## src/fcs_pkg.sv

```systemverilog
/*
 * fcs_pkg: register offsets, field layout, codes, reset values and address
 * bounds shared by the flash control shadow register block.
 * assumes: an 8-bit special-function-register port with 12-bit addresses.
 */
`default_nettype none

package fcs_pkg;

	// register port geometry
	localparam int ADDR_W = 12;
	localparam int DATA_W = 8;

	// register offsets
	localparam logic [11:0] OFS_STAGING = 12'h0fd0;
	localparam logic [11:0] OFS_COMMIT_KEY = 12'h0fd1; // write side
	localparam logic [11:0] OFS_LIVE_VIEW = 12'h0fd1; // read side of the same address
	localparam logic [11:0] OFS_STANDBY = 12'h0fd2;

	// staging and shadow field layout
	localparam int UNLOCK_MSB = 7;
	localparam int UNLOCK_LSB = 5;
	localparam int BOOT_BIT = 4;
	localparam int WIN_MSB = 3;
	localparam int WIN_LSB = 2;
	localparam int ROMSEL_MSB = 1;
	localparam int ROMSEL_LSB = 0;

	// live view layout
	localparam int VIEW_FLAG_BIT = 5;
	localparam int VIEW_BOOT_BIT = 4;

	// standby register layout
	localparam int STANDBY_BIT = 0;

	// codes
	localparam logic [2:0] UNLOCK_DIS = 3'h2;
	localparam logic [2:0] UNLOCK_EN = 3'h5;
	localparam logic [7:0] COMMIT_KEY = 8'hd5;

	// window select codes
	localparam logic [1:0] WIN_STD = 2'h0;
	localparam logic [1:0] WIN_DATA_LOW = 2'h1;
	localparam logic [1:0] WIN_CODE_HIGH = 2'h2;
	localparam logic [1:0] WIN_CODE_LOW = 2'h3;

	// reset values
	localparam logic [7:0] STAGING_RST = 8'h40;
	localparam logic [7:0] SHADOW_RST = 8'h40;
	localparam logic [7:0] ZERO_BYTE = 8'h00;

	// address bounds (16-bit cpu space)
	localparam logic [15:0] FLASH_LO = 16'h1000;
	localparam logic [15:0] FLASH_HI = 16'hffff;
	localparam logic [15:0] LOW_HI = 16'h7fff;
	localparam logic [15:0] HIGH_LO = 16'h8000;
	localparam logic [15:0] WIN_LO = 16'h9000;
	localparam logic [15:0] WIN_OFFSET = 16'h8000;
	localparam logic [15:0] BOOT_LO = 16'h1000;
	localparam logic [15:0] BOOT_DATA_HI = 16'h17ff;
	localparam logic [15:0] BOOT_CODE_SER_HI = 16'h1fff;
	localparam logic [15:0] RAM_LO = 16'h0040;
	localparam logic [15:0] RAM_HI = 16'h0fff;

	// all state of the main block
	typedef struct packed {
		logic [7:0] staging;
		logic [7:0] shadow;
		logic standby;
		logic active;
		logic [7:0] rdata;
		logic sreset;
	} fcs_state_t;

endpackage : fcs_pkg

`default_nettype wire

```

## src/fcs_range_chk.sv

```systemverilog
/*
 * fcs_range_chk: flags an address inside a fixed inclusive range.
 * assumes: bounds given as parameters, lo not above hi.
 */
`timescale 1ns/1ps
`default_nettype none

module fcs_range_chk #(
	parameter logic [15:0] LO = 16'h0000,
	parameter logic [15:0] HI = 16'hffff
) (
	// address under test
	input wire logic [15:0] addr,
	// inside the range
	output logic hit
);

	// inclusive compare on both bounds
	assign hit = (addr >= LO) && (addr <= HI);

endmodule : fcs_range_chk

`default_nettype wire

```

## src/fcs_window_map.sv

```systemverilog
/*
 * fcs_window_map: translates a cpu data-space address into a flash array
 * address under the live window select, and flags a boot rom hit.
 * assumes: live window control comes from the shadow register, boot rom control from its boot bit or serial mode.
 */
`timescale 1ns/1ps
`default_nettype none

module fcs_window_map (
	// data access
	input wire logic [15:0] data_addr,
	// live controls
	input wire logic [1:0] window_map_live,
	input wire logic boot_shown,
	// translation result
	output logic flash_hit,
	output logic flash_code,
	output logic [15:0] flash_addr,
	output logic boot_hit
);

	logic in_boot;
	logic in_low;
	logic in_high;
	logic in_win;

	// region decode
	assign in_boot = boot_shown && (data_addr >= fcs_pkg::BOOT_LO) && (data_addr <= fcs_pkg::BOOT_DATA_HI);
	assign in_low = (data_addr >= fcs_pkg::FLASH_LO) && (data_addr <= fcs_pkg::LOW_HI);
	assign in_high = data_addr >= fcs_pkg::HIGH_LO;
	assign in_win = data_addr >= fcs_pkg::WIN_LO;
	assign boot_hit = in_boot;

	// window translation of the upper half
	always_comb begin
		flash_hit = 1'b0;
		flash_code = 1'b0;
		flash_addr = data_addr;
		if (in_boot) begin
			flash_hit = 1'b0;
		end else if (in_low) begin
			flash_hit = 1'b1;
		end else begin
			unique case (window_map_live)
				fcs_pkg::WIN_STD: begin
					flash_hit = in_high;
				end
				fcs_pkg::WIN_DATA_LOW: begin
					flash_hit = in_win;
					flash_addr = data_addr - fcs_pkg::WIN_OFFSET;
				end
				fcs_pkg::WIN_CODE_HIGH: begin
					flash_hit = in_high;
					flash_code = 1'b1;
				end
				fcs_pkg::WIN_CODE_LOW: begin
					flash_hit = in_win;
					flash_code = 1'b1;
					flash_addr = data_addr - fcs_pkg::WIN_OFFSET;
				end
			endcase
		end
	end

endmodule : fcs_window_map

`default_nettype wire

```

## src/fcs_shadow_regs.sv

```systemverilog
/*
 * fcs_shadow_regs: staging and live shadow control for the flash array,
 * commit key, live view monitor and ram-only standby control.
 * assumes: one clock, cpu strobes synchronous to it, the cpu presents the
 * address of the instruction now executing and one-cycle access strobes.
 */
// Operation
// - unlock 010 blocks, 101 permits commands
// - staging takes effect only on key D5
// - window 00 gives standard upper mapping
// - window 01 maps data low area up
// - window 10 maps code high area
// - window 11 maps code low area up
// - boot rom shown by bit, always serially
// - live view shows shadow fields
// - live flag set only for live 101
// - live view bits 7 and 6 zero
// - serial mode reads boot bit as one
// - key with staged 101 activates array
// - standby write accepted only from ram
// - unlock field resets to disable code
// - standby bit one enters flash standby
// - flash access in standby forces reset
// - standby register always reads zero
`timescale 1ns/1ps
`default_nettype none

module fcs_shadow_regs (
	// clock and reset
	input wire logic clk,
	input wire logic reset_n,
	// register port
	input wire logic [11:0] reg_addr,
	input wire logic [7:0] reg_wdata,
	input wire logic reg_we,
	input wire logic reg_re,
	output logic [7:0] reg_rdata,
	// operating mode
	input wire logic serial_mode,
	// cpu instruction fetch
	input wire logic [15:0] fetch_addr,
	input wire logic fetch_strobe,
	// cpu data access
	input wire logic [15:0] data_addr,
	input wire logic data_rd_strobe,
	input wire logic data_wr_strobe,
	// flash array controls
	output logic cmd_enable,
	output logic flash_active,
	output logic flash_standby,
	output logic [1:0] window_map_live,
	output logic bootrom_map_live,
	output logic [1:0] rom_select_live,
	output logic [15:0] flash_addr,
	output logic flash_data_hit,
	output logic flash_code_sel,
	output logic bootrom_data_hit,
	output logic bootrom_fetch_hit,
	output logic standby_reset_req
);

	fcs_pkg::fcs_state_t st_q;
	fcs_pkg::fcs_state_t st_d;

	logic [2:0] live_unlock;
	logic unlock_live_flag;
	logic [7:0] live_view;
	logic [7:0] staging_view;
	logic wr_staging;
	logic wr_commit;
	logic wr_standby;
	logic fetch_in_ram;
	logic fetch_in_flash;
	logic fetch_boot_norm;
	logic fetch_boot_ser;
	logic fetch_flash_hit;
	logic data_flash_any;

	// live field extraction
	assign live_unlock = st_q.shadow[fcs_pkg::UNLOCK_MSB:fcs_pkg::UNLOCK_LSB];
	assign unlock_live_flag = live_unlock == fcs_pkg::UNLOCK_EN;
	assign cmd_enable = unlock_live_flag; // 010 and reserved codes block
	assign window_map_live = st_q.shadow[fcs_pkg::WIN_MSB:fcs_pkg::WIN_LSB];
	assign bootrom_map_live = st_q.shadow[fcs_pkg::BOOT_BIT] | serial_mode;
	assign rom_select_live = st_q.shadow[fcs_pkg::ROMSEL_MSB:fcs_pkg::ROMSEL_LSB];

	// live view and staging read images
	always_comb begin
		live_view = fcs_pkg::ZERO_BYTE; // bits 7 and 6 stay zero
		live_view[fcs_pkg::VIEW_FLAG_BIT] = unlock_live_flag;
		live_view[fcs_pkg::VIEW_BOOT_BIT] = bootrom_map_live; // reads one serially
		live_view[fcs_pkg::WIN_MSB:fcs_pkg::WIN_LSB] = window_map_live;
		live_view[fcs_pkg::ROMSEL_MSB:fcs_pkg::ROMSEL_LSB] = rom_select_live;
		staging_view = st_q.staging;
		staging_view[fcs_pkg::BOOT_BIT] = st_q.staging[fcs_pkg::BOOT_BIT] | serial_mode;
	end

	// write decode
	assign wr_staging = reg_we && (reg_addr == fcs_pkg::OFS_STAGING);
	assign wr_commit = reg_we && (reg_addr == fcs_pkg::OFS_COMMIT_KEY) && (reg_wdata == fcs_pkg::COMMIT_KEY);
	assign wr_standby = reg_we && (reg_addr == fcs_pkg::OFS_STANDBY);

	// fetch side region checks on the current instruction address
	fcs_range_chk #(
		.LO(fcs_pkg::RAM_LO),
		.HI(fcs_pkg::RAM_HI)
	) u_fetch_ram (
		.addr(fetch_addr),
		.hit(fetch_in_ram)
	);

	fcs_range_chk #(
		.LO(fcs_pkg::FLASH_LO),
		.HI(fcs_pkg::FLASH_HI)
	) u_fetch_flash (
		.addr(fetch_addr),
		.hit(fetch_in_flash)
	);

	fcs_range_chk #(
		.LO(fcs_pkg::BOOT_LO),
		.HI(fcs_pkg::BOOT_DATA_HI)
	) u_fetch_boot_norm (
		.addr(fetch_addr),
		.hit(fetch_boot_norm)
	);

	fcs_range_chk #(
		.LO(fcs_pkg::BOOT_LO),
		.HI(fcs_pkg::BOOT_CODE_SER_HI)
	) u_fetch_boot_ser (
		.addr(fetch_addr),
		.hit(fetch_boot_ser)
	);

	// serial mode shows the wider boot rom in code space
	assign bootrom_fetch_hit = serial_mode ? fetch_boot_ser : (bootrom_map_live && fetch_boot_norm);
	assign fetch_flash_hit = fetch_in_flash && !bootrom_fetch_hit;

	// data side window translation
	fcs_window_map u_window_map (
		.data_addr(data_addr),
		.window_map_live(window_map_live),
		.boot_shown(bootrom_map_live),
		.flash_hit(flash_data_hit),
		.flash_code(flash_code_sel),
		.flash_addr(flash_addr),
		.boot_hit(bootrom_data_hit)
	);

	assign data_flash_any = (data_rd_strobe || data_wr_strobe) && flash_data_hit;

	// next state
	always_comb begin
		st_d = st_q;
		st_d.rdata = fcs_pkg::ZERO_BYTE;
		st_d.sreset = 1'b0;
		// staging holds writes; boot bit is frozen in serial mode
		if (wr_staging) begin
			st_d.staging = reg_wdata; // held until committed
			if (serial_mode) begin
				st_d.staging[fcs_pkg::BOOT_BIT] = st_q.staging[fcs_pkg::BOOT_BIT];
			end
		end
		// commit key copies staging into the live shadow
		if (wr_commit) begin
			st_d.shadow = st_q.staging;
			st_d.active = st_q.staging[fcs_pkg::UNLOCK_MSB:fcs_pkg::UNLOCK_LSB] == fcs_pkg::UNLOCK_EN;
		end
		// standby bit only from code running in ram
		if (wr_standby && fetch_in_ram) begin
			st_d.standby = reg_wdata[fcs_pkg::STANDBY_BIT];
		end
		// any flash access while in standby requests a device reset
		if (st_q.standby && ((fetch_strobe && fetch_flash_hit) || data_flash_any)) begin
			st_d.sreset = 1'b1;
		end
		// read data, valid the cycle after the strobe
		if (reg_re) begin
			unique case (reg_addr)
				fcs_pkg::OFS_STAGING: st_d.rdata = staging_view;
				fcs_pkg::OFS_LIVE_VIEW: st_d.rdata = live_view;
				fcs_pkg::OFS_STANDBY: st_d.rdata = fcs_pkg::ZERO_BYTE;
				default: st_d.rdata = fcs_pkg::ZERO_BYTE;
			endcase
		end
	end

	// state register, unlock field resets to the disable code
	always_ff @(posedge clk or negedge reset_n) begin
		if (!reset_n) begin
			st_q.staging <= fcs_pkg::STAGING_RST;
			st_q.shadow <= fcs_pkg::SHADOW_RST;
			st_q.standby <= 1'b0;
			st_q.active <= 1'b0;
			st_q.rdata <= fcs_pkg::ZERO_BYTE;
			st_q.sreset <= 1'b0;
		end else begin
			st_q <= st_d;
		end
	end

	// outputs
	assign reg_rdata = st_q.rdata;
	assign flash_active = st_q.active;
	assign flash_standby = st_q.standby;
	assign standby_reset_req = st_q.sreset;

endmodule : fcs_shadow_regs

`default_nettype wire

```

## config.mk

```make
export PLATFORM = sky130hd
export DESIGN_NAME = fcs_shadow_regs
export DESIGN_NICKNAME = d
export VERILOG_FILES = /design/src/fcs_pkg.sv /design/src/fcs_range_chk.sv /design/src/fcs_window_map.sv /design/src/fcs_shadow_regs.sv
export SDC_FILE = /design/constraint.sdc
export NUM_CORES = 1
export LEC_CHECK = 0
export ABC_AREA = 1
export BUFFER_PORTS_ARGS = -buffer_cell sky130_fd_sc_hd__buf_2
export CORE_UTILIZATION = 44
export CTS_BUF_LIST = sky130_fd_sc_hd__clkbuf_8 sky130_fd_sc_hd__clkbuf_16
export CTS_CLUSTER_SIZE = 30
export DETAILED_ROUTE_END_ITERATION = 6
export PLACE_DENSITY = 0.8
export SYNTH_ARGS = -nofsm -noshare
export SYNTH_HDL_FRONTEND = slang
export SYNTH_HIERARCHICAL = 1
export SYNTH_SLANG_ARGS = --single-unit
export TNS_END_PERCENT = 20
```

## constraint.sdc

```tcl
create_clock -name clk -period 1.3 [get_ports clk]
set_input_delay 0.325 -clock clk [delete_from_list [all_inputs] [get_ports clk]]
set_output_delay 0.325 -clock clk [all_outputs]
set_load 0.05 [all_outputs]
```

; Word level (Yosys, flattened, before mapping)
; Index checks and enable logic that the tools add are counted.
; Widths: inputs -> output; s select.
[totals]
inputBits = 60
register_bits = 27
elab_cells = 69
ramBits = 0
latch_bits = 0
n_memories = 0
romBits = 0
[classes]
n_div = 0
n_bitwise = 3
n_reduce_logical = 25
mul = 0
mux = 13
shift = 0
addsub = 1
n_lt_le_gt_ge = 11
n_eq_ne = 9
[ops]
columns = cell, count
row1 = $le 16x13->1 const B, 3
row2 = $mux 16, 3
row3 = $eq 12x12->1 const B, 3
row4 = $ge 16x13->1 const B, 2
row5 = $ge 16x16->1 const B, 2
row6 = $logic_and 1x1->1, 17
row7 = $ge 16x7->1 const B, 1
row8 = $le 16x12->1 const B, 1
row9 = $le 16x15->1 const B, 1
row10 = $le 16x16->1 const B, 1
row11 = $pmux 8 s2, 1
row12 = $sub 16x16->16 const B, 1
row13 = $eq 8x8->1 const B, 1
row14 = $mux 8, 1
row15 = $mux 1, 7
row16 = $eq 3x3->1 const B, 2
row17 = $reduce_or 2->1, 3
row18 = $eq 2x2->1 const B, 2
row19 = $eq 2x1->1 const B, 1
row20 = $logic_not 2->1, 1
row21 = $logic_or 1x1->1, 2
row22 = $or 1x1->1, 2
row23 = $pmux 1 s2, 1
row24 = $reduce_and 2->1, 1
row25 = 2 further kinds, 2

; Logic depth before layout (Yosys ltp)
[depth]
word_depth = 10
ltp_mapped = 10

; Modules after synthesis
; The synthesis kept the hierarchy.
[modules_own_cells]
columns = module, cells_each, instances, area_per_inst_um2
row1 = fcs_shadow_regs, 178, 1, 1446.4
row2 = fcs_window_map, 35, 1, 200.2
row3 = fcs_range_chk (u_fetch_ram), 13, 1, 50.0
row4 = fcs_range_chk (u_fetch_boot_norm ...), 6, 2, 22.5
row5 = fcs_range_chk (u_fetch_flash), 3, 1, 11.3

; Least setup slack after synthesis
; OpenSTA, ideal clock, no wires.
[synth_timing]
path_kind = flip-flop to flip-flop
startpoint = reg st_q[15] (netlist name)
endpoint = reg st_q (netlist bit standby_reset_req)
period_less_slack_ns = 1.724
required_ns = 1.216
arrival_time_ns = 1.640
stages_incl_launch_ff = 9
slack_ns = -0.424
path_cell_list = dfrtp_1 -> or2_2 -> inv_1 -> nor2_1 -> nand4_1 -> nand2_1 -> inv_1 -> o21ai_0 -> a21boi_0
[synth_rtl]
columns = element, line_no
row1 = from (decl), fcs_shadow_regs.sv:62  ; fcs_pkg::fcs_state_t st_q;
row2 = from (signal assigned), fcs_shadow_regs.sv:199  ; st_q <= st_d;

; Worst setup path in the final report
[layout_timing]
startpoint = reg st_q[15] (netlist name)
endpoint = out flash_data_hit
[layout_via]
elab_chain_len = 4
[layout_rtl]
columns = element, line_no
row1 = $or 1x1->1, fcs_shadow_regs.sv:84  ; assign bootrom_map_live = st_q.shadow[fcs_pkg::BOOT_BIT] | serial_mode;
row2 = $logic_and 1x1->1 (2 in series), fcs_window_map.sv:28  ; assign in_boot = boot_shown && (data_addr >= fcs_pkg::BOOT_LO) && (data_addr <= fcs_pkg::BOOT_DATA_HI);
row3 = $mux 1, fcs_window_map.sv:39  ; if (in_boot) begin
row4 = to (decl), fcs_shadow_regs.sv:55  ; output logic flash_data_hit,
; Every way passes these cells.

==> run_results.csv <==
group,metric,value,unit
power,leakage,1.30,nW
clock_tree,cts_max_level,1,
worst_setup_path,cp-end-kind,"output pin",
layout,postLayoutCoreUtil,58.9,%
clock_tree,clock_sinks,27,
clock_tree,numCtsBuffers,3,
worst_setup_path,crit_path_top_delay_cell,"dfrtp_1",
place,gp_congestion,0.844,
layout,num_antenna_cells,0,
clock_tree,cts_tree,"built",
power,vdd_drop_max,0.347,mV
layout,nets,364,
worst_setup_path,crit_path_max_fanout,2,
drt,ant_nets,0,
timing,finalMaxSlewViolations,0,
place,port_buffers,68,
worst_setup_path,arrival,1380,ps
drt,drc_errors,0,
drt,drt_iter0_markers,102,
clock_tree,ctsRootBufferMaster,"clkbuf_8",
clock_tree,clk_pin_slew,90,ps
worst_hold_path,hold_path.class,"input port to async pin",
drt,wl_per_cell,10.3,um
drt,vias,1579,
synthesis,yosysUniqueCellTypes,24,
synthesis,syn_nets,301,
worst_setup_path,critical_path.top_delay_family,"simple AND/OR/NAND/NOR gates",
global_routing,antenna_found_initial,0,
worst_setup_path,path_cells,"or2_4 > inv_2 > nor2_1 > nand4_1 > nand2_2 > clkinvlp_4 > buf_8",
floorplanning,die_h,65.1,um
timing,tns,-1620,ps
worst_setup_path,crit-reg2reg-launch,"st_q[15]",
worst_setup_path,critPathBufInv,3,
worst_setup_path,crit_path_start,"st_q[15]",
synthesis,ys_ff_latch,27,
timing,period_needed,1710,ps
place,dp_hpwl,2770,um
worst_setup_path,regToRegSetupSlack,50,ps
worst_setup_path,max_stage_delay,390,ps
synthesis,syn_area,1750,um2
flow_run,timing.max_cap.violations,0,
clock_tree,worstSkewPairLatency,260,ps
timing,fin_worst_skew,1.51,ps
layout,drive_above_1_share,41.6,%
global_routing,grt_util_all_layers,18.5,%
floorplanning,ioPinCount,97,
place,dp.cells,344,
timing,slew_headroom,61.0,%
timing,final.period_utilization,132,%
worst_setup_path,crit_end,"flash_data_hit",
floorplanning,placementRows,22,
drt,drt-total-wl,3630,um
worst_setup_path,rr_endpoint,"standby_reset_req",
drt,dr.pass1.iters,4,
synthesis,yosysSeqAreaShare,38.7,%
timing,finalSetupViolCount,7,
floorplanning,die_w,65.1,um
timing,fmax,0.585,GHz
floorplanning,start_util,46.8,%
global_routing,grt_pass1_wl,6100,um
synthesis,syn_inst,241,
timing,timing.final.ws_setup,-410,ps
clock_tree,ctsLongestPathBuffers,2,
worst_setup_path,cp_num_cells,7,
timing,rsz0062_at_grt,"true",
drt,viasPerCell,4.50,
worst_setup_path,worstRegToRegCells,8,
global_routing,grt_pass1_vias,1463,
layout,fin_cells,351,
worst_setup_path,worstSetupStartpointType,"register",
synthesis,synth.avg_cell_area,7.27,um2
timing,hold_viol_final,0,
status,status,"complete, but fails checks",
worst_setup_path,critPathRequiredTime,980,ps
clock_tree,holdBufCountCts,0,
floorplanning,fp.dieArea,4240,um2
synthesis,ys_warn_count,6,
global_routing,grt_max_degree,28,
worst_setup_path,critPathKind,"register to output pin",
power,cellPowerDensity,718,nW/um2
floorplanning,core_area,3740,um2
layout,syn_to_final_growth,25.7,%
global_routing,grt_overflow,0,
timing,tightestPinTransition,585,ps
timing,hold_slack,48.0,ps
status,failed_checks,"setup timing",
-- worst min path at each step --
stage / to / slack [ps] / depth (start not counted)
after floorplan: flash_active / 30 / 0
after CTS: reg_rdata[2] / 70 / 1
after global routing: rom_select_live[0] / 110 / 1
after detailed placement: reg_rdata[2] / 360 / 1
final: st_q[22] / 50 / 1
after global placement: reg_rdata[3] / 350 / 1
-- metrics by stage --
stage | instance area, um2 | total power [W] | setup slack, ps
detailed placement | 2060 | 0.00112 | -268
global route | 2200 | 0.00166 | -486
CTS | 2180 | 0.00159 | -386
finish | 2200 | 0.00158 | -410
global placement | 2060 | 0.00112 | -261
floorplan | 1760 | 0.00108 | -181
-- registers in the layout, summed over array words and instances (netlist names) --
name,count
reg_rdata,8
st_q,9
live_unlock,3
flash_active,1
window_map_live,2
rom_select_live,2
flash_standby,1
standby_reset_req,1
-- repair_timing --
action / 4_1_cts / 5_1_grt
buffers inserted: 1 / 2
resized for setup: 20 / 7
setup endpoints to repair: 8 / 10
pin swaps: 2 / 2
gates cloned: 0 / 0
-- cells in the final DEF (no fill, tap or decap) --
master       n
inv_1       33
dfstp_2      2
nand2_4      2
a21boi_1     1
o21ai_0      3
inv_2        9
nor2_2       5
dfrtp_1     25
clkinvlp_4   1
a21oi_2      1
nor2_8       1
o21ai_1     11
buf_8        1
nand2_1     49
buf_2       59
nor2_1      32
nand4_1      4
clkbuf_8     3
buf_4       20
nor2_4       2
nand3_2      2
o21ai_2      6
nand3_1     16
xnor2_1      1
or2_4        1
a21oi_1      1
buf_6        7
nand2_2      4
o211ai_1     1
-- logic make-up (layout without fill, tap and decap cells) --
kind of cell	Yosys count	count (layout)	synth area share, %
flops	27	27	38.7
simple gates	118	118	30.8
xor+xnor	1	1	0.500
compound gates	24	24	8.42
buf+inv	71	133	21.6
-- cell type report --
cell class | count | area [um2]
fill | 368 | 1540
multi-input combinational | 143 | 719
sequential | 27 | 678
timing repair buffer | 87 | 539
inverter | 42 | 161
tap | 48 | 60.1
clock buffer | 3 | 41.3
clock inverter | 1 | 3.75
-- where the power goes --
part	internal (W)	leakage (nW)	switching, W
Combinational	0.000113	0.932	0.000169
Clock	0.000211	0.0269	0.000247
Sequential	0.000841	0.344	0.000000630
-- per-layer routing --
| metal | up-vias | GRT usage [%] | part of all wire [%] |
|---|---|---|---|
| met5 | - | 0 | 0 |
| met4 | 0 | 7.07 | 1.6 |
| met3 | 6 | 2.26 | 3.5 |
| met2 | 46 | 32.8 | 50 |
| met1 | 691 | 22.7 | 45 |
| li1 | 836 | - | - |
-- synth_stat cells, drive strengths merged --
master / number / area [um2]
o21ai: 20 / 123
o211ai: 1 / 7.51
a21oi: 2 / 10.0
nand3: 18 / 95.1
nand2: 55 / 226
nor2: 40 / 186
nand4: 4 / 25.0
buf: 29 / 221
a21boi: 1 / 7.51
xnor2: 1 / 8.76
inv: 42 / 158
dfstp: 2 / 52.6
or2: 1 / 6.26
dfrtp: 25 / 626
Power figures use the tool's default switching activity.
